==> src/logic/iocc_pkg.sv <==
package iocc_pkg;

  // Command codes delivered by the upstream parser
  typedef enum logic [2:0]
  {
    IOCC_CMD_NONE = 3'h0,
    IOCC_CMD_IDQ = 3'h1,
    IOCC_CMD_OPC = 3'h2,
    IOCC_CMD_OPCQ = 3'h3,
    IOCC_CMD_CLS = 3'h4,
    IOCC_CMD_RST = 3'h5,
    IOCC_CMD_ESRQ = 3'h6,
    IOCC_CMD_OTHER = 3'h7
  } iocc_cmd_t;

  // One parsed program message unit
  typedef struct packed
  {
    logic valid;
    iocc_cmd_t cmd;
  } iocc_unit_t;

  // One reply byte toward the output queue
  typedef struct packed
  {
    logic valid;
    logic last;
    logic [7:0] data;
  } iocc_byte_t;

  // Event status layout
  localparam int IOCC_ESR_W = 8;
  localparam int IOCC_ESR_OPC_BIT = 0;
  localparam int IOCC_ESR_PON_BIT = 7;
  localparam logic [7:0] IOCC_ESR_RESET = 8'h80;

  // Identity reply text; field values arbitrary, not a real maker or part
  localparam int IOCC_ID_LEN = 16;
  localparam logic [8*IOCC_ID_LEN-1:0] IOCC_ID_TEXT = "ACME,MODEL1,0,A1";
  localparam int IOCC_ID_IDX_W = 5;

  // ASCII reply characters
  localparam logic [7:0] IOCC_ASCII_ONE = 8'h31;
  localparam logic [7:0] IOCC_ASCII_ZERO = 8'h30;

  // Longest decimal reply for an 8 bit register
  localparam int IOCC_DEC_DIGITS = 3;

endpackage : iocc_pkg

==> src/logic/iocc_reply_tx.sv <==
`timescale 1ns/1ps
// Serialises a byte string into the output queue, one byte per accepted beat
module iocc_reply_tx
  import iocc_pkg::*;
(
  // Clock and reset
  input wire logic sys_clk,
  input wire logic rst,
  // Load side
  input wire logic load,
  input wire logic [8*IOCC_ID_LEN-1:0] text,
  input wire logic [IOCC_ID_IDX_W-1:0] len,
  // Output queue side
  input wire logic oq_ready,
  output iocc_byte_t oq_byte,
  output logic busy
);

  logic [8*IOCC_ID_LEN-1:0] buf_q, buf_d;
  logic [IOCC_ID_IDX_W-1:0] cnt_q, cnt_d;

  // Shift out the most significant byte first
  always_comb
  begin
    buf_d = buf_q;
    cnt_d = cnt_q;
    if (load)
    begin
      buf_d = text;
      cnt_d = len;
    end
    else if (cnt_q != '0 && oq_ready)
    begin
      buf_d = {buf_q[8*IOCC_ID_LEN-9:0], 8'h00};
      cnt_d = cnt_q - 5'h01;
    end
  end

  always_ff @(posedge sys_clk)
  begin
    if (rst)
    begin
      buf_q <= '0;
      cnt_q <= '0;
    end
    else
    begin
      buf_q <= buf_d;
      cnt_q <= cnt_d;
    end
  end

  assign oq_byte.valid = (cnt_q != '0);
  assign oq_byte.last = (cnt_q == 5'h01);
  assign oq_byte.data = buf_q[8*IOCC_ID_LEN-1 -: 8];
  assign busy = (cnt_q != '0);

endmodule : iocc_reply_tx

==> src/logic/iocc_core.sv <==
`timescale 1ns/1ps
module iocc_core
  import iocc_pkg::*;
(
  // Clock and reset
  input wire logic sys_clk,
  input wire logic rst,
  // Parsed units from the input queue
  input iocc_unit_t unit_in,
  output logic unit_ready,
  input wire logic queue_empty,
  input wire logic work_busy,
  // Device clear active state from the interface
  input wire logic dev_clear,
  // Output queue
  input wire logic oq_ready,
  output iocc_byte_t oq_out,
  // Event status
  output logic [IOCC_ESR_W-1:0] esr,
  output logic opc_pending
);

  typedef enum logic [2:0]
  {
    ST_IDLE = 3'b001,
    ST_WAIT = 3'b010,
    ST_SEND = 3'b100
  } iocc_state_t;

  iocc_state_t state_q, state_d;
  logic pend_q, pend_d;
  logic query_q, query_d;
  logic [IOCC_ESR_W-1:0] esr_q, esr_d;
  logic load;
  logic [8*IOCC_ID_LEN-1:0] text;
  logic [IOCC_ID_IDX_W-1:0] len;
  logic tx_busy;
  logic cancel;
  logic done_now;
  logic take;
  iocc_byte_t tx_byte;
  logic unit_ready_q;
  iocc_byte_t oq_q;

  // Decimal rendering of a register value, left justified
  function automatic logic [8*IOCC_ID_LEN-1:0] dec_text(input logic [7:0] v);
    logic [7:0] h, t, o;
    h = v / 8'd100;
    t = (v / 8'd10) % 8'd10;
    o = v % 8'd10;
    dec_text = '0;
    dec_text[8*IOCC_ID_LEN-1 -: 24] = {IOCC_ASCII_ZERO + h, IOCC_ASCII_ZERO + t,
                                       IOCC_ASCII_ZERO + o};
  endfunction : dec_text

  ////////////////////////////////////////////////////////////////////////////
  // Unit acceptance and cancel conditions

  // Units are held off while a reply drains, so a query never overruns it
  assign take = unit_in.valid && unit_ready_q;
  assign cancel = dev_clear || (take && (unit_in.cmd == IOCC_CMD_CLS
                  || unit_in.cmd == IOCC_CMD_RST));
  // Everything ahead of the completion request has been processed
  assign done_now = pend_q && queue_empty && !work_busy && !tx_busy;

  ////////////////////////////////////////////////////////////////////////////
  // Completion tracking, event status and reply loading

  always_comb
  begin
    state_d = state_q;
    pend_d = pend_q;
    query_d = query_q;
    esr_d = esr_q;
    load = 1'b0;
    text = '0;
    len = '0;
    unique case (state_q)
      // Units keep flowing while a completion waits, so the queue can drain
      // and a status clear or reset can still reach and cancel the request
      ST_IDLE, ST_WAIT:
      begin
        if (take)
        begin
          unique case (unit_in.cmd)
            IOCC_CMD_IDQ:
            begin
              load = 1'b1;
              text = IOCC_ID_TEXT;
              len = 5'(IOCC_ID_LEN);
              if (state_q == ST_IDLE)
              begin
                state_d = ST_SEND;
              end
            end
            IOCC_CMD_OPC, IOCC_CMD_OPCQ:
            begin
              pend_d = 1'b1;
              query_d = query_q || (unit_in.cmd == IOCC_CMD_OPCQ);
              state_d = ST_WAIT;
            end
            IOCC_CMD_ESRQ:
            begin
              load = 1'b1;
              text = dec_text(esr_q);
              len = 5'(IOCC_DEC_DIGITS);
              esr_d = '0;
              if (state_q == ST_IDLE)
              begin
                state_d = ST_SEND;
              end
            end
            IOCC_CMD_CLS:
            begin
              esr_d = '0;
            end
            default:
            begin
            end
          endcase
        end
        // A unit taken this cycle defers completion, so two loads never collide
        if (state_q == ST_WAIT && done_now && !take)
        begin
          esr_d[IOCC_ESR_OPC_BIT] = 1'b1;
          pend_d = 1'b0;
          query_d = 1'b0;
          if (query_q)
          begin
            load = 1'b1;
            text = {IOCC_ASCII_ONE, {(8*IOCC_ID_LEN-8){1'b0}}};
            len = 5'h01;
            state_d = ST_SEND;
          end
          else
          begin
            state_d = ST_IDLE;
          end
        end
      end
      ST_SEND:
      begin
        if (!tx_busy)
        begin
          state_d = ST_IDLE;
        end
      end
    endcase
    // Cancel clears the request and drops ST_WAIT back to ST_IDLE; a completion in the same cycle still sets the event bit and loads any query reply
    if (cancel)
    begin
      pend_d = 1'b0;
      query_d = 1'b0;
      if (state_q == ST_WAIT)
      begin
        state_d = ST_IDLE;
      end
      if (take && unit_in.cmd == IOCC_CMD_CLS)
      begin
        esr_d = '0;
      end
    end
  end

  always_ff @(posedge sys_clk)
  begin
    if (rst)
    begin
      state_q <= ST_IDLE;
      pend_q <= 1'b0;
      query_q <= 1'b0;
      esr_q <= IOCC_ESR_RESET;
      unit_ready_q <= 1'b0;
      oq_q <= '0;
    end
    else
    begin
      state_q <= state_d;
      pend_q <= pend_d;
      query_q <= query_d;
      esr_q <= esr_d;
      unit_ready_q <= (state_d != ST_SEND) && !load && !tx_busy;
      oq_q <= tx_byte;
    end
  end

  ////////////////////////////////////////////////////////////////////////////
  // Reply serialiser

  iocc_reply_tx u_tx
  (
    .sys_clk(sys_clk),
    .rst(rst),
    .load(load),
    .text(text),
    .len(len),
    .oq_ready(oq_ready),
    .oq_byte(tx_byte),
    .busy(tx_busy)
  );

  assign unit_ready = unit_ready_q;
  assign oq_out = oq_q; // Registered copy, one cycle behind the serialiser
  assign esr = esr_q;
  assign opc_pending = pend_q;
endmodule : iocc_core

==> config.mk <==
export PLATFORM = sky130hd
export DESIGN_NAME = iocc_core
export DESIGN_NICKNAME = d
export VERILOG_FILES = /design/src/logic/iocc_pkg.sv /design/src/logic/iocc_reply_tx.sv /design/src/logic/iocc_core.sv
export SDC_FILE = /design/constraint.sdc
export NUM_CORES = 1
export LEC_CHECK = 0
export BUFFER_PORTS_ARGS = -buffer_cell sky130_fd_sc_hd__buf_2
export CAP_MARGIN = 10
export CORE_MARGIN = 2
export CORE_UTILIZATION = 45
export CTS_CLUSTER_DIAMETER = 80
export DETAILED_ROUTE_END_ITERATION = 12
export SETUP_SLACK_MARGIN = 0.05
export SLEW_MARGIN = 5
export SYNTH_ARGS = -nofsm -noshare
export SYNTH_HDL_FRONTEND = slang
export SYNTH_SLANG_ARGS = --single-unit
==> constraint.sdc <==
create_clock -name sys_clk -period 2.9 [get_ports sys_clk]
set_input_delay 0.29 -clock sys_clk [delete_from_list [all_inputs] [get_ports sys_clk]]
set_output_delay 0.29 -clock sys_clk [all_outputs]
set_load 0.03 [all_outputs]
==> out/results.md, run 1 <==
| Metric | Value | Unit |
| --- | --- | --- |
| First-pass iteration count of the detailed router | 5 | - |
| Slew of the pin with the lowest slew margin | 527.2 | ps |
| Aggregate global-route resource usage | 20.97 | % |
| Highest net fanout along the worst path | 7 | - |
| Number of cell rows | 38 | - |
| Number of global-route vias before repair | 4231 | - |
| RSZ-0062 raised after global routing | true | - |
| Max Cap Violations | 0 | - |
| Clock-pin transition on the worst setup and hold timing paths | 80 | ps |
| Number of port buffers | 29 | - |
| Number of enable-type register cells in the synthesized netlist | 0 | - |
| Number of setup violations in the final report | 4 | - |
| Initial standard-cell utilization of the core | 46.33 | % |
| IO Pins | 30 | - |
| Sequential cell area fraction in the yosys report | 44.26 | % |
| GR Overflow Total | 0 | - |
| Clock tree skew after final layout | 10.01 | ps |
| Number of pins exceeding their max-slew limit in the final report | 0 | - |
| Achievable frequency | 339.8 | MHz |
| Post-detailed-route wirelength per cell | 14.57 | um |
| Die area | 12120 | sq um |
| Core area | 10940 | sq um |
| Status | finished with violations | - |
| Growth of design area from synthesis to finish | 18.62 | % |
| Insertion delay to the later sink of the worst-skew pair | 360 | ps |
| Violated checks | setup timing | - |
| Path type of the worst min-delay path | primary input to register | - |
| Maximum vdd ir drop | 0.3506 | mV |
| Hold Path Depth | 3 | - |
| Number of distinct library cells after synthesis | 72 | - |
| Post-Syn Instances | 643 | - |
| Post-route setup slack | -43.04 | ps |
| Final Cycle Share | 101.5 | % |
| First DRT Iteration DRCs | 340 | - |
| Antenna violations before repair | 0 | - |
| Place WS | -63.59 | ps |
| CP arrival | 3230 | ps |
| Largest net degree at the start of global routing | 52 | - |
| Number of clock sinks | 112 | - |
| # fillers | 1035 | - |
| Detail-routed via count per cell | 5.540 | - |
| Cell leakage power | 2.214 | nW |
| Post-DP HPWL | 7700 | um |
| Deepest clock path buffer count | 2 | - |
| Setup slack of the most critical reg-to-reg path | -40 | ps |
| Number of buffers added by the clock tree synthesis step | 9 | - |
| Number of synthesized register bits | 112 | - |
| Wire length of the first global-routing pass | 19980 | um |
| Minimum period implied by the final worst setup slack | 2943 | ps |
| Buffer cell driving the clock tree root | sky130_fd_sc_hd__clkbuf_16 | - |
| Post-CTS Hold Fix Bufs | 0 | - |
| Number of vias after detailed routing | 4609 | - |
| Final Core Density | 54.95 | % |
| Nature of the critical path startpoint | register | - |
| Worst slew slack as a fraction of its limit | 64.58 | % |
| Height of the chip | 110.1 | um |
| Share of final-layout standard cells stronger than drive strength 1 | 20.09 | % |
| Horiz. Die Dim | 110.1 | um |
| Total number of H-tree levels | 3 | - |
| Critical Path Sink Type | register | - |
| Post-route DRC | 0 | - |
| # nets final | 704 | - |
| Residual antenna-violating net count after detailed routing | 0 | - |
| Diodes inserted | 0 | - |
| Register area | 2260 | sq um |
| Primary flip-flop cell chosen by synthesis mapping | sky130_fd_sc_hd__dfxtp_1 | - |
| Last weighted congestion value of the routability-driven placer | 0.8642 | - |
| Critical path data required time | 3190 | ps |
| Average cell area after synthesis | 7.879 | sq um |
| Power density normalized to cell area | 696.4 | nW/um^2 |
| Worst Reg-to-Reg Cells | 14 | - |
| Post-Syn Area | 5066 | sq um |
| Clock tree from TritonCTS | yes | - |
| Area taken by multi-input logic gates | 2719 | sq um |
| Yosys warns | 0 | - |
| Setup Crit Path Kind | register to register | - |
| Hold violation total from the final report | 0 | - |
| Fraction of registers with async set/reset | 0 | % |
| Drt total wl | 12130 | um |
cell usage after synthesis, types with 6 or more instances:
master | number | area [sq um]
sky130_fd_sc_hd__inv_1 | 13 | 48.80
sky130_fd_sc_hd__nor3_1 | 16 | 80.08
sky130_fd_sc_hd__a21oi_1 | 60 | 300.3
sky130_fd_sc_hd__ha_1 | 7 | 87.58
sky130_fd_sc_hd__nand2_1 | 159 | 596.8
sky130_fd_sc_hd__clkbuf_1 | 33 | 123.9
sky130_fd_sc_hd__nor2_1 | 45 | 168.9
sky130_fd_sc_hd__nor2b_1 | 11 | 68.82
sky130_fd_sc_hd__nand2b_1 | 7 | 43.79
sky130_fd_sc_hd__a211oi_1 | 6 | 45.04
sky130_fd_sc_hd__dfxtp_1 | 112 | 2242
sky130_fd_sc_hd__a31oi_1 | 35 | 219.0
sky130_fd_sc_hd__xnor2_1 | 6 | 52.55
sky130_fd_sc_hd__o21ai_0 | 28 | 140.1
cell families after synthesis:
kind of cell,count (synthesis),share of synthesized area [%]
compound gates,179,22.35
xor+xnor,7,1.210
fa+ha+maj,8,1.926
buf+inv,56,4.742
flops,112,44.26
mux,5,1.235
other cells,1,0.07402
simple gates,275,24.20
per-layer routing:
metal,GRT usage [%],share of wire (%),vias up
met5,0,0,-
met4,9.375,2.1,0
met3,3.233,3.4,18
met2,34.49,48,83
met1,27.18,47,2191
li1,-,-,2317
flip-flops by register name (all words and copies together), names as in the netlist:
register     cells
query_q          1
esr              8
unit_ready       1
oq_out          10
state_q          3
opc_pending      1
u_tx.cnt_q       5
u_tx.buf_q      83
worst max-delay path, stage by stage (launching register included):
cell and delay (ps):
sky130_fd_sc_hd__dfxtp_4 390, sky130_fd_sc_hd__nor2b_4 200, sky130_fd_sc_hd__xnor2_2 80, sky130_fd_sc_hd__o21ai_1 170, sky130_fd_sc_hd__o21a_1 170, sky130_fd_sc_hd__ha_2 170
sky130_fd_sc_hd__nand2_1 40, sky130_fd_sc_hd__or4_4 440, sky130_fd_sc_hd__o21ai_2 160, sky130_fd_sc_hd__nand2_1 100, sky130_fd_sc_hd__ha_2 180, sky130_fd_sc_hd__a21o_1 190
sky130_fd_sc_hd__and3_4 160, sky130_fd_sc_hd__a2111o_1 350, sky130_fd_sc_hd__o211ai_1 80
worst paths after layout:
kind	end	start
max	u_tx.buf_q[117]	esr[6]
min reg2reg	u_tx.buf_q[111]	u_tx.buf_q[111]
max reg2reg	u_tx.buf_q[117]	esr[6]
min	query_q	unit_in[0]
final cells by class:
type	count	area share [%]
clock buffer	11	4.206
timing repair buffer	74	8.516
inverter	14	0.8745
clock inverter	5	0.6454
sequential	112	37.60
multi-input combinational	476	45.24
tap	140	2.915
layout by cell type (no fill, tap or decap), types with 3 or more instances in the layout:
cell type | Yosys | layout
sky130_fd_sc_hd__nor3_1 | 16 | 16
sky130_fd_sc_hd__buf_2 | 3 | 29
sky130_fd_sc_hd__a31oi_1 | 35 | 35
sky130_fd_sc_hd__o21a_1 | 5 | 5
sky130_fd_sc_hd__and2_1 | 4 | 3
sky130_fd_sc_hd__buf_4 | 1 | 42
sky130_fd_sc_hd__nand3_1 | 5 | 5
sky130_fd_sc_hd__o21ai_0 | 28 | 26
sky130_fd_sc_hd__dfxtp_4 | 0 | 4
sky130_fd_sc_hd__ha_1 | 7 | 4
sky130_fd_sc_hd__nor2b_1 | 11 | 9
sky130_fd_sc_hd__xnor2_1 | 6 | 4
sky130_fd_sc_hd__o31ai_1 | 3 | 3
sky130_fd_sc_hd__dfxtp_1 | 112 | 106
sky130_fd_sc_hd__mux2i_1 | 4 | 4
sky130_fd_sc_hd__nor2_1 | 45 | 44
sky130_fd_sc_hd__a21oi_1 | 60 | 58
sky130_fd_sc_hd__inv_2 | 1 | 3
sky130_fd_sc_hd__a21o_1 | 4 | 4
sky130_fd_sc_hd__nor3b_1 | 4 | 3
sky130_fd_sc_hd__ha_2 | 0 | 3
sky130_fd_sc_hd__nand2_1 | 159 | 157
sky130_fd_sc_hd__nand2b_1 | 7 | 6
sky130_fd_sc_hd__clkbuf_16 | 0 | 9
sky130_fd_sc_hd__inv_1 | 13 | 11
sky130_fd_sc_hd__a211oi_1 | 6 | 6
sky130_fd_sc_hd__o21ai_2 | 1 | 3
sky130_fd_sc_hd__o211ai_1 | 3 | 3
sky130_fd_sc_hd__or3_1 | 3 | 3
power breakdown:
| part | internal, mW | switching, mW | total [mW] |
|---|---|---|---|
| combinational | 0.350 | 0.771 | 1.12 |
| sequential | 1.73 | 0.110 | 1.84 |
| clock | 0.637 | 0.585 | 1.22 |
what timing repair did:
item,in CTS,in global routing
pin swaps,4,11
buffers inserted,7,3
gates resized for setup,9,10
setup endpoints to repair,5,7
per-stage QoR:
step | cells | power, mW | TNS (ps) | cell area, sq um | hold WS, ps
3_5_place_dp | 806 | 2.969 | -208.9 | 5548 | 420.5
5_1_grt | 832 | 4.435 | -921.8 | 6010 | 334.9
3_3_place_gp | 806 | 2.957 | 0 | 5548 | 417.9
2_1_floorplan | 644 | 2.662 | -79.79 | 5117 | 410.1
6_report | 832 | 4.185 | -143.5 | 6010 | 304.9
4_1_cts | 829 | 4.201 | -9.082 | 5933 | 296.4
Power figures use the tool's default switching activity.
==> inputs of run 2 (changes only) <==
- BUFFER_PORTS_ARGS: -buffer_cell sky130_fd_sc_hd__buf_2 -> default
- DONT_BUFFER_PORTS: default -> 1
==> out/results.md, run 2 (synthesized netlist as in run 1, its figures left out) <==
| Metric | Value | Unit | Change |
| --- | --- | --- | --- |
| Largest net degree at the start of global routing | 56 | - | was 52 |
| Drt total wl | 12280 | um | was 12130 um |
| GR Overflow Total | 0 | - | unchanged |
| Number of clock sinks | 112 | - | unchanged |
| First-pass iteration count of the detailed router | 4 | - | was 5 |
| Last weighted congestion value of the routability-driven placer | 0.9087 | - | was 0.8642 |
| Number of cell rows | 38 | - | unchanged |
| Critical path data required time | 3160 | ps | was 3190 ps |
| Hold violation total from the final report | 0 | - | unchanged |
| Number of vias after detailed routing | 4565 | - | was 4609 |
| Area taken by multi-input logic gates | 2718 | sq um | was 2719 sq um |
| IO Pins | 30 | - | unchanged |
| Setup Crit Path Kind | register to register | - | unchanged |
| Path type of the worst min-delay path | primary input to register | - | unchanged |
| Cell family with most CP delay | compound AO/OA/AOI/OAI gates | - | unchanged |
| Critical Path Sink Type | register | - | unchanged |
| Post-DP HPWL | 7925 | um | was 7700 um |
| Minimum period implied by the final worst setup slack | 2987 | ps | was 2943 ps |
| Highest net fanout along the worst path | 7 | - | unchanged |
| DP Cell Count | 787 | - | was 806 |
| Number of port buffers | 0 | - | was 29 |
| Achievable frequency | 334.8 | MHz | was 339.8 MHz |
| Worst-path cell with the longest stage delay | sky130_fd_sc_hd__or4_4 | - | unchanged |
| Nature of the critical path startpoint | register | - | unchanged |
| Power density normalized to cell area | 693.7 | nW/um^2 | was 696.4 nW/um^2 |
| Number of setup violations in the final report | 6 | - | was 4 |
| Post-detailed-route wirelength per cell | 14.91 | um | was 14.57 um |
| Wire length of the first global-routing pass | 20030 | um | was 19980 um |
| Final worst hold slack | 38.59 | ps | was 304.9 ps |
| Clock tree skew after final layout | 6.177 | ps | was 10.01 ps |
| Commonest cells after routing, fill and taps aside | sky130_fd_sc_hd__nand2_1 (154), sky130_fd_sc_hd__dfxtp_1 (106), sky130_fd_sc_hd__a21oi_1 (58) | - | was sky130_fd_sc_hd__nand2_1 (157), sky130_fd_sc_hd__dfxtp_1 (106), sky130_fd_sc_hd__a21oi_1 (58) |
| Growth of design area from synthesis to finish | 19.93 | % | was 18.62% |
| Slew of the pin with the lowest slew margin | 803.0 | ps | was 527.2 ps |
| Number of flip-flops in the largest register | 83 | - | unchanged |
| Diodes inserted | 0 | - | unchanged |
| Number of cells in the finished layout apart from fillers | 823 | - | was 832 |
| Number of buffers and inverters on the critical path | 1 | - | was 0 |
| Final Cycle Share | 103.0 | % | was 101.5% |
| Number of global-route vias before repair | 4170 | - | was 4231 |
| Cell leakage power | 2.199 | nW | was 2.214 nW |
| Number of buffers added by the clock tree synthesis step | 9 | - | unchanged |
| # nets final | 695 | - | was 704 |
| Clock-pin transition on the worst setup and hold timing paths | 70 | ps | was 80 ps |
| Total Neg Setup Slack | -315.5 | ps | was -143.5 ps |
| Total number of H-tree levels | 3 | - | unchanged |
| CP arrival | 3250 | ps | was 3230 ps |
| Violated checks | setup timing | - | unchanged |
| Residual antenna-violating net count after detailed routing | 0 | - | unchanged |
| Most common library cell in the layout ignoring fill and taps | sky130_fd_sc_hd__nand2_1 | - | unchanged |
| Max Cap Violations | 0 | - | unchanged |
| RSZ-0062 raised after global routing | true | - | unchanged |
| Clock tree from TritonCTS | yes | - | unchanged |
| Delay of the slowest cell on the worst path | 440 | ps | about the same |
| Status | finished with violations | - | unchanged |
| Maximum vdd ir drop | 0.6265 | mV | was 0.3506 mV |
| Post-route setup slack | -86.79 | ps | was -43.04 ps |
| Number of pins exceeding their max-slew limit in the final report | 0 | - | unchanged |
| Detail-routed via count per cell | 5.547 | - | was 5.540 |
| Deepest clock path buffer count | 2 | - | unchanged |
| Register area | 2260 | sq um | unchanged |
| Insertion delay to the later sink of the worst-skew pair | 360 | ps | about the same |
| Final Total Pwr | 4.215 | mW | was 4.185 mW |
| Horiz. Die Dim | 110.1 | um | unchanged |
| # fillers | 1014 | - | was 1035 |
| Antenna violations before repair | 0 | - | unchanged |
| Height of the chip | 110.1 | um | unchanged |
| Initial standard-cell utilization of the core | 46.33 | % | unchanged |
| Die area | 12120 | sq um | unchanged |
| Core area | 10940 | sq um | unchanged |
| Register bank with the most flops | u_tx.buf_q | - | unchanged |
| Aggregate global-route resource usage | 21.18 | % | was 20.97% |
| First DRT Iteration DRCs | 350 | - | was 340 |
| Share of final-layout standard cells stronger than drive strength 1 | 17.13 | % | was 20.09% |
| Post-route DRC | 0 | - | unchanged |
| Worst slew slack as a fraction of its limit | 46.29 | % | was 64.58% |
| Buffer cell driving the clock tree root | sky130_fd_sc_hd__clkbuf_16 | - | unchanged |
| Critical path, cell by cell | nor2b_4 -> xnor2_1 -> o21ai_1 -> o21a_1 -> ha_2 -> nand2_2 -> or4_4 -> o21a_4 -> mux2i_4 -> o21bai_2 -> buf_6 -> xnor2_4 -> a311oi_2 | - | was nor2b_4 -> xnor2_2 -> o21ai_1 -> o21a_1 -> ha_2 -> nand2_1 -> or4_4 -> o21ai_2 -> nand2_1 -> ha_2 -> a21o_1 -> and3_4 -> a2111o_1 -> o211ai_1 |
-- run 2: cell count changes in the layout (fill, tap and decap cells not counted), sizes merged --
cell	delta
clkbuf	+2
clkinv	-3
inv	+1
dlygate4sd3	+13
buf	-23
clkinvlp	+1
-- run 2: through the flow --
stage	worst slack, ps	cell area [sq um]	util [%]
2_1_floorplan	-28.32	5117	-
4_1_cts	-28.25	5932	54.24
3_5_place_dp	-77.78	5478	50.09
6_report	-86.79	6076	55.56
3_3_place_gp	12.35	5478	50.09
5_1_grt	-217.9	6076	55.56
-- run 2: worst register-to-register path: cells and delay by family (launching register included) --
kind,cells,cell delay (ps)
buf+inv,1,150
flops,1,380
compound gates,5,1020
mux,1,310
fa+ha+maj,1,190
simple gates,3,660
xor+xnor,2,180
-- run 2: final timing paths --
check | startpoint | to | slack (ps) | cells past startpoint
worst max register to register | esr[6] | u_tx.buf_q[113] | -90 | 13
worst min-delay path | rst | state_q[0] | 40 | 2
worst max-delay path | esr[6] | u_tx.buf_q[113] | -90 | 13
worst min register to register | u_tx.buf_q[111] | u_tx.buf_q[111] | 430 | 2
-- run 2: power breakdown --
part | switching, mW | internal (mW) | leakage (nW) | total, mW
clock network | 0.569 | 0.661 | 0.146 | 1.23
registers | 0.153 | 1.73 | 0.910 | 1.89
logic | 0.716 | 0.383 | 1.14 | 1.10
total | 1.44 | 2.78 | 2.20 | 4.21
-- run 2: repair_timing --
action / 4_1_cts / 5_1_grt
pin swaps: 6 / 9
hold buffers: 13 / 0
gates cloned: 0 / 1
resized for setup: 4 / 19
setup buffers: 1 / 5
endpoints found under the hold margin: 27 / 0
endpoints found under the setup margin: 7 / 9
-- run 2: final cells by class --
class	count	area share (%)
Multi-Input combinational cell	476	44.73
Sequential cell	112	37.19
Timing Repair Buffer	65	9.390
Clock buffer	12	4.386
Inverter	14	0.8649
Tap cell	140	2.883
Clock inverter	4	0.5560
-- run 2: per-layer routing --
metal,GRT usage (%),vias to the layer above,part of all wire [%]
met4,5.982,0,1.8
li1,-,2298,-
met1,27.01,2150,46
met5,0,-,0
met2,34.53,95,48
met3,6.702,22,4.5
